==> src/scsm_pkg.sv <==
package scsm_pkg;

	// register indices; the byte address is four times the index
	localparam logic [7:0]  IDX_CLK_CTRL   = 8'hb2;
	localparam logic [7:0]  IDX_IRQ_STATUS = 8'hb3;
	localparam logic [7:0]  IDX_IRQ_MASK   = 8'hb4;
	localparam int          ADDR_W         = 12;
	localparam logic [11:0] ADDR_CLK_CTRL   = {2'h0, IDX_CLK_CTRL, 2'h0};
	localparam logic [11:0] ADDR_IRQ_STATUS = {2'h0, IDX_IRQ_STATUS, 2'h0};
	localparam logic [11:0] ADDR_IRQ_MASK   = {2'h0, IDX_IRQ_MASK, 2'h0};

	// control register field positions, plus the event bit of the status and mask registers
	localparam int BIT_SPEEDUP = 7;
	localparam int BIT_DIV_HI  = 6;
	localparam int BIT_DIV_LO  = 5;
	localparam int BIT_FAIL    = 4;
	localparam int BIT_FAST_RC_ON    = 3;
	localparam int BIT_FS      = 2;
	localparam int BIT_EV_FAIL = 0;

	// reset values
	localparam logic       RST_SPEEDUP = 1'b1;
	localparam logic [1:0] RST_DIV     = 2'h3;
	localparam logic       RST_FAST_RC_ON    = 1'b0;
	localparam logic       RST_FS      = 1'b0;
	localparam logic       RST_MASK    = 1'b0;

	// oscillator type option codes
	localparam logic [3:0] OPT_IRC_A     = 4'h0;
	localparam logic [3:0] OPT_IRC_B     = 4'h3;
	localparam logic [3:0] OPT_X32K      = 4'ha;
	localparam logic [3:0] OPT_X32K_B    = 4'hd;
	localparam logic [3:0] OPT_XHF       = 4'he;
	localparam logic [3:0] OPT_RC128_XHF = 4'h6;

	// divider select codes
	localparam logic [1:0] DIV_1  = 2'h0;
	localparam logic [1:0] DIV_2  = 2'h1;
	localparam logic [1:0] DIV_4  = 2'h2;
	localparam logic [1:0] DIV_12 = 2'h3;

	// timing
	localparam int CLK_PERIOD_PS   = 5000;
	localparam int MON_TIMEOUT_NS  = 100000;
	localparam int MON_TIMEOUT_CYC = (MON_TIMEOUT_NS * 1000) / CLK_PERIOD_PS;
	localparam int MON_CNT_W       = 16;
	localparam logic [2:0] RESUME_TICKS = 3'h4;

	typedef struct packed {
		logic       speedup;
		logic [1:0] div_sel;
		logic       fast_rc_on;
		logic       fs;
	} scsm_ctrl_t;

	typedef enum logic {MON_OK, MON_FAIL} scsm_mon_t;

	// last count value of the prescaler for a select code
	function automatic logic [3:0] div_last(input logic [1:0] sel);
		unique case (sel)
			DIV_1:  div_last = 4'h0;
			DIV_2:  div_last = 4'h1;
			DIV_4:  div_last = 4'h3;
			DIV_12: div_last = 4'hb;
		endcase
	endfunction

	function automatic logic opt_fast_sel(input logic [3:0] opt);
		opt_fast_sel = (opt == OPT_IRC_B) || (opt == OPT_RC128_XHF) || (opt == OPT_X32K);
	endfunction

	function automatic logic opt_xtal32k(input logic [3:0] opt);
		opt_xtal32k = (opt == OPT_X32K) || (opt == OPT_X32K_B);
	endfunction

	function automatic logic opt_monitored(input logic [3:0] opt);
		opt_monitored = opt_xtal32k(opt) || (opt == OPT_XHF);
	endfunction

endpackage

==> src/scsm_top.sv <==
// Behaviour
// - cpu tick divides prescaler input by 1, 2, 4, 12; 32k crystal bypasses divider
// - every reset sets the crystal speed-up bit to one
// - software may set or clear the speed-up bit at any time
// - speed-up bit acts only for options 1010 or 1101
// - fast-rc-on bit switches the fast RC clock off or on
// - fast-clock-select chooses slow source or fast RC as prescaler input
// - fast-rc-on and fast-select act only for options 0011, 0110, 1010
// - fast selectable clock is the internal 12 MHz RC under those options
// - clearing fast-rc-on is ignored while fast-rc-on and fast-select are both set
// - stopped oscillator makes monitor switch to watchdog RC and set fail flag
// - fail flag raises interrupt when global and monitor enables are set
// - returning oscillator switches back and clears fail flag by hardware
// - option codes pick internal RC, 32k crystal, fast crystal or 128k RC
// - fail flag is read only, only hardware changes it
// - monitor stays inactive when an internal RC option feeds the prescaler
`timescale 1ns/1ps
module scsm_top #(
	parameter int MON_TIMEOUT = scsm_pkg::MON_TIMEOUT_CYC
) (
	input  wire logic                        clk,
	input  wire logic                        sys_rst,
	input  wire logic [scsm_pkg::ADDR_W-1:0] paddr,
	input  wire logic                        psel,
	input  wire logic                        penable,
	input  wire logic                        pwrite,
	input  wire logic [31:0]                 pwdata,
	input  wire logic [3:0]                  pstrb,
	output logic      [31:0]                 prdata,
	output logic                             pready,
	output logic                             pslverr,
	input  wire logic [3:0]                  osc_type_option,
	input  wire logic                        osc_tick,
	input  wire logic                        fast_rc_tick,
	input  wire logic                        watchdog_rc_tick,
	input  wire logic                        global_irq_enable,
	output logic                             cpu_tick,
	output logic                             fast_rc_enable,
	output logic                             xtal32k_speedup_en,
	output logic                             osc_on_watchdog,
	output logic                             irq
);
	import scsm_pkg::*;

	typedef struct packed {
		scsm_ctrl_t             ctrl;
		logic [3:0]             opt;
		logic                   opt_ok;
		scsm_mon_t              mon;
		logic                   fail;
		logic [MON_CNT_W-1:0]   idle_cnt;
		logic [2:0]             resume_cnt;
		logic                   use_fast;
		logic                   ev_status;
		logic                   ev_mask;
		logic                   irq;
		logic                   fast_en;
		logic                   speedup_en;
		logic                   pready;
		logic                   pslverr;
		logic [31:0]            prdata;
	} scsm_state_t;

	localparam logic [MON_CNT_W-1:0] TIMEOUT_LAST = MON_CNT_W'(MON_TIMEOUT - 1);

	scsm_state_t s_q;
	scsm_state_t s_d;
	logic        presc_tick;
	logic [1:0]  eff_div;
	logic        osc_clk_tick;
	logic        want_fast;
	logic        setup_acc;
	logic        done_acc;
	logic        wr_ctrl;
	logic        wr_status;
	logic        wr_mask;
	logic        fail_event;

	function automatic logic addr_mapped(input logic [ADDR_W-1:0] a);
		addr_mapped = (a == ADDR_CLK_CTRL) || (a == ADDR_IRQ_STATUS) || (a == ADDR_IRQ_MASK);
	endfunction

	// prescaler source: watchdog RC replaces the oscillator while it has failed
	assign osc_clk_tick = (s_q.mon == MON_FAIL) ? watchdog_rc_tick : osc_tick;
	assign presc_tick   = s_q.use_fast ? fast_rc_tick : osc_clk_tick;
	// the 32k crystal drives the cpu directly
	assign eff_div      = (opt_xtal32k(s_q.opt) && !s_q.use_fast) ? DIV_1 : s_q.ctrl.div_sel;
	assign want_fast    = opt_fast_sel(s_q.opt) && s_q.ctrl.fast_rc_on && s_q.ctrl.fs;

	assign setup_acc = psel && penable && !s_q.pready;
	assign done_acc  = psel && penable && s_q.pready && !s_q.pslverr;
	assign wr_ctrl   = done_acc && pwrite && pstrb[0] && (paddr == ADDR_CLK_CTRL);
	assign wr_status = done_acc && pwrite && pstrb[0] && (paddr == ADDR_IRQ_STATUS);
	assign wr_mask   = done_acc && pwrite && pstrb[0] && (paddr == ADDR_IRQ_MASK);

	always_comb begin
		s_d        = s_q;
		fail_event = 1'b0;

		// code option is caught once, just after reset release
		if (!s_q.opt_ok) begin
			s_d.opt    = osc_type_option;
			s_d.opt_ok = 1'b1;
		end

		// control register write
		if (wr_ctrl) begin
			s_d.ctrl.speedup = pwdata[BIT_SPEEDUP];
			s_d.ctrl.div_sel = pwdata[BIT_DIV_HI:BIT_DIV_LO];
			s_d.ctrl.fs      = pwdata[BIT_FS];
			s_d.ctrl.fast_rc_on    = pwdata[BIT_FAST_RC_ON];
			if (s_q.ctrl.fast_rc_on && s_q.ctrl.fs) begin
				s_d.ctrl.fast_rc_on = 1'b1;
			end
		end
		if (wr_mask) begin
			s_d.ev_mask = pwdata[BIT_EV_FAIL];
		end

		// source switch only at a cpu period boundary, or when nothing runs
		if (cpu_tick || !s_q.use_fast && !want_fast) begin
			s_d.use_fast = want_fast;
		end else if (s_q.use_fast && !opt_fast_sel(s_q.opt)) begin
			s_d.use_fast = 1'b0;
		end

		// fast RC keeps running while it still feeds the prescaler
		s_d.fast_en    = opt_fast_sel(s_q.opt) && (s_q.ctrl.fast_rc_on || s_q.use_fast);
		s_d.speedup_en = opt_xtal32k(s_q.opt) && s_q.ctrl.speedup;

		// clock monitor
		if (!opt_monitored(s_q.opt)) begin
			s_d.mon        = MON_OK;
			s_d.fail       = 1'b0;
			s_d.idle_cnt   = '0;
			s_d.resume_cnt = 3'h0;
		end else begin
			if (osc_tick) begin
				s_d.idle_cnt = '0;
			end else if (s_q.idle_cnt != TIMEOUT_LAST) begin
				s_d.idle_cnt = MON_CNT_W'(s_q.idle_cnt + 1'b1);
			end
			unique case (s_q.mon)
				MON_OK: begin
					if (!osc_tick && s_q.idle_cnt == TIMEOUT_LAST) begin
						s_d.mon        = MON_FAIL;
						s_d.fail       = 1'b1;
						s_d.resume_cnt = 3'h0;
						fail_event     = 1'b1;
					end
				end
				MON_FAIL: begin
					if (osc_tick) begin
						if (s_q.resume_cnt == RESUME_TICKS - 3'h1) begin
							s_d.mon  = MON_OK;
							s_d.fail = 1'b0;
						end else begin
							s_d.resume_cnt = 3'(s_q.resume_cnt + 3'h1);
						end
					end else if (s_q.idle_cnt == TIMEOUT_LAST) begin
						s_d.resume_cnt = 3'h0;
					end
				end
			endcase
		end

		// sticky event, write one to clear; a new event wins over the clear
		if (wr_status && pwdata[BIT_EV_FAIL]) begin
			s_d.ev_status = 1'b0;
		end
		if (fail_event) begin
			s_d.ev_status = 1'b1;
		end
		s_d.irq = s_q.ev_status && s_q.ev_mask && global_irq_enable;

		// apb answer: one wait state, data and error ready with pready
		s_d.pready  = setup_acc;
		s_d.pslverr = setup_acc && !addr_mapped(paddr);
		s_d.prdata  = 32'h0;
		if (setup_acc && !pwrite) begin
			unique case (paddr)
				ADDR_CLK_CTRL: begin
					s_d.prdata[BIT_SPEEDUP]         = s_q.ctrl.speedup;
					s_d.prdata[BIT_DIV_HI:BIT_DIV_LO] = s_q.ctrl.div_sel;
					s_d.prdata[BIT_FAIL]            = s_q.fail;
					s_d.prdata[BIT_FAST_RC_ON]            = s_q.ctrl.fast_rc_on;
					s_d.prdata[BIT_FS]              = s_q.ctrl.fs;
				end
				ADDR_IRQ_STATUS: s_d.prdata[BIT_EV_FAIL] = s_q.ev_status;
				ADDR_IRQ_MASK:   s_d.prdata[BIT_EV_FAIL] = s_q.ev_mask;
				default:         s_d.prdata = 32'h0;
			endcase
		end
	end

	always_ff @(posedge clk or posedge sys_rst) begin
		if (sys_rst) begin
			s_q <= '{
				ctrl:       '{speedup: RST_SPEEDUP, div_sel: RST_DIV, fast_rc_on: RST_FAST_RC_ON, fs: RST_FS},
				opt:        OPT_IRC_A,
				opt_ok:     1'b0,
				mon:        MON_OK,
				fail:       1'b0,
				idle_cnt:   '0,
				resume_cnt: 3'h0,
				use_fast:   1'b0,
				ev_status:  1'b0,
				ev_mask:    RST_MASK,
				irq:        1'b0,
				fast_en:    1'b0,
				speedup_en: 1'b0,
				pready:     1'b0,
				pslverr:    1'b0,
				prdata:     32'h0
			};
		end else begin
			s_q <= s_d;
		end
	end

	scsm_prescaler u_prescaler (
		.clk      (clk),
		.sys_rst  (sys_rst),
		.src_tick (presc_tick),
		.div_sel  (eff_div),
		.cpu_tick (cpu_tick)
	);

	assign prdata             = s_q.prdata;
	assign pready             = s_q.pready;
	assign pslverr            = s_q.pslverr;
	assign fast_rc_enable     = s_q.fast_en;
	assign xtal32k_speedup_en = s_q.speedup_en;
	assign osc_on_watchdog    = (s_q.mon == MON_FAIL);
	assign irq                = s_q.irq;
endmodule

==> src/scsm_prescaler.sv <==
`timescale 1ns/1ps
module scsm_prescaler (
	input  wire logic       clk,
	input  wire logic       sys_rst,
	input  wire logic       src_tick,
	input  wire logic [1:0] div_sel,
	output logic            cpu_tick
);
	import scsm_pkg::*;

	typedef struct packed {
		logic [3:0] cnt;
		logic [1:0] sel;
		logic       tick;
	} scsm_div_t;

	scsm_div_t s_q;
	scsm_div_t s_d;

	// a new select is taken only at the end of a whole output period
	always_comb begin
		s_d      = s_q;
		s_d.tick = 1'b0;
		if (src_tick) begin
			if (s_q.cnt == div_last(s_q.sel)) begin
				s_d.cnt  = 4'h0;
				s_d.tick = 1'b1;
				s_d.sel  = div_sel;
			end else begin
				s_d.cnt = 4'(s_q.cnt + 4'h1);
			end
		end
	end

	always_ff @(posedge clk or posedge sys_rst) begin
		if (sys_rst) begin
			s_q <= '{cnt: 4'h0, sel: RST_DIV, tick: 1'b0};
		end else begin
			s_q <= s_d;
		end
	end

	assign cpu_tick = s_q.tick;
endmodule

==> config.mk <==
export PLATFORM = sky130hd
export DESIGN_NAME = scsm_top
export DESIGN_NICKNAME = d
export VERILOG_FILES = /design/src/scsm_pkg.sv /design/src/scsm_top.sv /design/src/scsm_prescaler.sv
export SDC_FILE = /design/constraint.sdc
export NUM_CORES = 1
export LEC_CHECK = 0
export BUFFER_PORTS_ARGS = -buffer_cell sky130_fd_sc_hd__buf_2
export CORE_UTILIZATION = 41
export CTS_BUF_LIST = sky130_fd_sc_hd__clkbuf_8 sky130_fd_sc_hd__clkbuf_16
export CTS_CLUSTER_DIAMETER = 40
export CTS_CLUSTER_SIZE = 28
export DETAILED_ROUTE_END_ITERATION = 10
export GPL_TIMING_DRIVEN = 0
export PLACE_DENSITY = 0.67
export SKIP_CTS_REPAIR_TIMING = 1
export SYNTH_ARGS = -nofsm -noshare
export SYNTH_HDL_FRONTEND = slang
export SYNTH_HIERARCHICAL = 1
export SYNTH_SLANG_ARGS = --single-unit
==> constraint.sdc <==
create_clock -name clk -period 4.8 [get_ports clk]
set_input_delay 0.72 -clock clk [delete_from_list [all_inputs] [get_ports clk]]
set_output_delay 0.72 -clock clk [all_outputs]
set_load 0.02 [all_outputs]
Word-level counts from Yosys, hierarchy flattened --
Index checks and enable logic that the tools add are counted.
Storage, ports and cells: register bits 78, word-level logic and storage cells 123
Cells by class: add/subtract/negate cells 3, equality and inequality tests 21, muxes and demuxes 31, bitwise logic cells 1, reductions and logical operators 45
Operator list (number):
- $eq A12 B10 Y1 const B | 3
- $mux W16 | 2
- $logic_and A1 B1 Y1 | 23
- $mux W21 | 1
- $add A16 B1 Y16 const B | 1
- $eq A16 B15 Y1 const B | 1
- $ne A16 B15 Y1 const B | 1
- $pmux W4 S4 | 1
- $eq A4 B4 Y1 const B | 3
- $mux W1 | 12
- $mux W3 | 4
- $logic_not A1 Y1 | 8
- $logic_or A1 B1 Y1 | 8
- $mux W2 | 4
- $mux W4 | 2
- $mux W8 | 1
- $mux W6 | 1
- $ne A3 B2 Y1 const B | 2
- $ne A3 B3 Y1 const B | 2
- $pmux W3 S2 | 1
- $reduce_and A3 Y1 | 2
- $add A4 B1 Y4 const B | 1
- $eq A2 B2 Y1 const B | 2
- $eq A4 B2 Y1 const B | 1
- 13 further kinds | 14

Longest topological paths before layout --
depth after elaboration 9, depth in mapped cells 7, depth with buffers taken out 6

By module --
The synthesis kept the hierarchy.
By module, submodules not included:
- scsm_top | times used 1, cells an instance 237, area each 2449.8 um^2
- scsm_prescaler | times used 1, cells an instance 35, area each 355.3 um^2

Worst setup path after synthesis --
Ideal clock, no wire load.
path type input port to flip-flop, start point in paddr[8] (netlist bit), end point reg s_q[66] (netlist bit), setup time 0.125 ns, arrival time 2.451 ns, data required time 4.675 ns, setup slack 2.224 ns, stages on the path 4, path buffers 0, path through or4b_4 -> or4_4 -> or3_4 -> mux2_4
On the way: longest elaborated chain between the ends 2
RTL lines:
- start, declared | line scsm_top.sv:23 | input wire logic [scsm_pkg::ADDR_W-1:0] paddr,
- $eq A12 B10 Y1 | line scsm_top.sv:92 | assign wr_ctrl = done_acc && pwrite && pstrb[0] && (paddr == ADDR_CLK_CTRL);
- $logic_and A1 B1 Y1 | line scsm_top.sv:92
- end signal, assigned | line scsm_top.sv:198 | s_q <= '{
- end, declared | line scsm_top.sv:66 | scsm_state_t s_q;
Every way passes these cells. A chain may end at the register's enable or synchronous reset.

Worst setup path in the final report --
Ends and elaborated chain as after synthesis.

==> impl_metrics.csv <==
group,metric,value,unit
power_and_ir_drop,clkPwrFrac,29.5,%
global_routing,grt_usage,15.1,%
clocking,clock_latency,0.32,ns
logic_synthesis,yosysUniqueCellTypes,52,
setup_path,crit_path_max_incr_delay,0.54,ns
routing,post_drt_wl_per_cell,12.4,um
run_status,failed_checks,"DRC",
placed_design,place.gp.congestion,0.742,
routing,drc,6,
power_and_ir_drop,p_sw_share,28.3,%
timing,timing.final.crit_share,49.7,%
power_and_ir_drop,pwr-share-seq,56.3,%
logic_synthesis,syn_inst,272,
timing,setup_viol,0,
power_and_ir_drop,combPwrFrac,14.1,%
logic_synthesis,synth-edff-count,0,
floorplanning,fp.coreArea,6460,sq um
global_routing,antenna_found_initial,0,
finish,synthToLayoutAreaGrowth,18.6,%
global_routing,grt_pass1_wl,8.59,mm
global_routing,grt_max_degree,36,
timing,fin_skew,0.00905,ns
clocking,clk_path_buf_depth,2,
run_status,status,"finished, violations left",
timing,period_minus_slack,2.39,ns
timing,slew_violations,0,
clocking,numCtsBuffers,5,
logic_synthesis,async_flop_share,100,%
timing,rsz0062_at_grt,"no",
clocking,h-tree-depth,2,
floorplanning,num_rows,29,
floorplanning,die_w,84.7,um
power_and_ir_drop,p_switching,246,uW
floorplanning,fp.dieArea,7180,sq um
logic_synthesis,ys.flop_type,"dfrtp_1",
setup_path,cp.required,5.01,ns
floorplanning,pin_count,100,
setup_path,cp_slowest_cell,"or4b_4",
floorplanning,fp.dieH,84.7,um
setup_path,crit_arrival,2.60,ns
placed_design,hpwl,3.98,mm
finish,diodes,0,
setup_path,crit_chain,"buf_2, or4b_4, or4_4, or3_4, mux2_4",
timing,hold_viol,0,
timing,max-slew-margin-rel,49.6,%
timing,tightest_slew,0.749,ns
routing,dr_total_vias,2072,
setup_path,worst-path-max-fanout,4,
global_routing,grt_overflow,0,
clocking,cts_tree,"yes",
clocking,clkSinkCount,53,
clocking,clock-root-buffer,"clkbuf_8",
logic_synthesis,yosys_warnings,6,
job,maxCapViolCount,0,
finish,nets,414,
power_and_ir_drop,finalPower,871,uW
routing,drt-initial-drc-count,131,
power_and_ir_drop,intPower,624,uW
finish,drive_gt1_share,32.9,%
timing,hold-worst-slack,0.340,ns
logic_synthesis,syn-cell-area,2810,sq um
power_and_ir_drop,p_leak,1.62,nW
global_routing,grt_pass1_vias,1878,
placed_design,numPortBuffers,45,
clocking,clk_pin_slew,0.10,ns
logic_synthesis,synth_seq_cells,53,
logic_synthesis,yosysSeqAreaShare,47.5,%
hold_path,hold_class,"primary input to asynchronous set/reset pin",
floorplanning,start_util,43.4,%
logic_synthesis,syn_area_per_cell,10.3,sq um
timing,fin_setup_tns,0,ns
routing,wirelength,5.30,mm
setup_path,critPathCaptureType,"flop",
routing,ant_nets,0,
power_and_ir_drop,power_density,262,nW/um^2
setup_path,start_kind,"primary input",
timing,clock.fmax,0.419,GHz
setup_path,worstSetupPathType,"primary input to flop",
routing,dr.pass1.iters,9,
power_and_ir_drop,peakVddDrop,0.105,mV
routing,viasPerCell,4.85,
[power groups by stage]
stage	clock [mW]	sequential, mW	combinational, mW
finish	0.257	0.490	0.123
global route	0.281	0.496	0.138
CTS	0.266	0.491	0.123
detailed placement	0	0.499	0.123
global placement	0	0.497	0.118
floorplan	0	0.494	0.0909
[cells by family (layout without fill, tap and decap cells)]
group           Yosys count  after routing  synth area share (%)
simple gates            104            104                  22.1
flops                    53             53                  47.5
buf+inv                  46            100                  10.4
compound gates           37             37                  8.07
mux                      14             14                  6.07
xor+xnor                 12             12                  3.75
fa+ha+maj                 4              4                  1.78
other cells               2             26                 0.268
[path summary, 6_finish.rpt]
check	from	endpoint	slack, ns	cells past startpoint
worst min-delay path	sys_rst	u_prescaler/s_q[5]$_DFFE_PP0P_	0.34	2
min in group clk	s_q[59]$_DFFE_PP0P_	prdata[4]$_DFF_PP0_	0.49	1
worst max register to register	osc_on_watchdog$_DFF_PP0_	u_prescaler/s_q[1]$_DFFE_PP1P_	2.70	5
worst min register to register	s_q[59]$_DFFE_PP0P_	prdata[4]$_DFF_PP0_	0.49	1
worst max-delay path	paddr[8]	s_q[66]$_DFFE_PP0P_	2.41	5
max in group asynchronous	sys_rst	s_q[43]$_DFFE_PP0P_	3.99	3
[per-stage QoR]
| step | setup slack (ns) | util [%] | instance area, sq um | std cells |
|---|---|---|---|---|
| 2_1_floorplan | 2.22 | - | 2900 | 296 |
| 3_3_place_gp | 2.09 | 49.8 | 3220 | 418 |
| 3_5_place_dp | 2.08 | 50.1 | 3240 | 419 |
| 4_1_cts | 2.40 | 51.5 | 3330 | 427 |
| 5_1_grt | 2.38 | 51.5 | 3330 | 427 |
| 6_report | 2.41 | 51.5 | 3330 | 427 |
[cell type report]
cell class,count,area [sq um]
buffer,36,255
clock buffer,5,68.8
clock inverter,3,22.5
fill,618,3130
inverter,10,37.5
multi-input combinational,197,1270
sequential,53,1330
tap,77,96.3
timing repair buffer,46,245
[synthesized netlist by cell type (all sizes together) (3+ instances only)]
cell type  instances  area share [%]
a21oi             14             2.6
and2               7             1.6
and4               3            0.94
buf               32             8.6
clkbuf             4            0.54
dfrtp             48              43
dfstp              5             4.7
ha                 4             1.8
inv               10             1.3
mux2              12             5.4
nand2             17             2.3
nand2b             5             1.1
nand3              9             1.6
nand4              8             1.8
nor2              17             2.3
nor2b              4            0.89
nor3               7             1.2
nor3b              3            0.80
nor4               3            0.67
o211ai             3            0.80
o21ai              8             1.6
o31ai              3            0.80
or2                3            0.67
or3                3            0.85
or4                3            0.94
xnor2              4             1.2
xor2               8             2.5
[per-layer routing]
metal	part of all wire, %	vias to the layer above	routed length (um)	global-route usage (%)
met4	1.4	0	73	5.08
met3	5.3	7	280	3.05
met2	46	60	2440	24.8
met5	0	-	0	0
li1	-	1042	-	-
met1	47	963	2510	20.1
[worst max-delay path, delay by kind of cell]
kind | cells | cell delay, ns
simple gates | 3 | 1.47
buf+inv | 1 | 0.10
mux | 1 | 0.31
[registers in the layout (all words and copies together), names as in the netlist]
signal / cells
xtal32k_speedup_en: 1
u_prescaler/s_q: 6
prdata: 7
u_prescaler/cpu_tick: 1
irq: 1
fast_rc_enable: 1
osc_on_watchdog: 1
s_q: 33
pslverr: 1
pready: 1
[cells in the final DEF (no fill, tap or decap), drive strengths merged, types with 3 or more instances in the layout]
| cell type | Yosys | layout |
|---|---|---|
| ha | 4 | 4 |
| mux2 | 12 | 12 |
| nand3 | 9 | 9 |
| clkbuf | 4 | 9 |
| or2 | 3 | 3 |
| inv | 10 | 10 |
| a21oi | 14 | 14 |
| nor3b | 3 | 3 |
| nand2 | 17 | 17 |
| o31ai | 3 | 3 |
| clkinv | 0 | 3 |
| and2 | 7 | 7 |
| nand2b | 5 | 5 |
| xor2 | 8 | 8 |
| and4 | 3 | 3 |
| or4 | 3 | 3 |
| nor3 | 7 | 7 |
| buf | 32 | 78 |
| nor2 | 17 | 17 |
| o211ai | 3 | 3 |
| nand4 | 8 | 8 |
| dfstp | 5 | 5 |
| conb | 2 | 26 |
| or3 | 3 | 3 |
| o21ai | 8 | 8 |
| nor4 | 3 | 3 |
| xnor2 | 4 | 4 |
| dfrtp | 48 | 48 |
| nor2b | 4 | 4 |
Note: power is estimated with default switching activity, not from simulation.
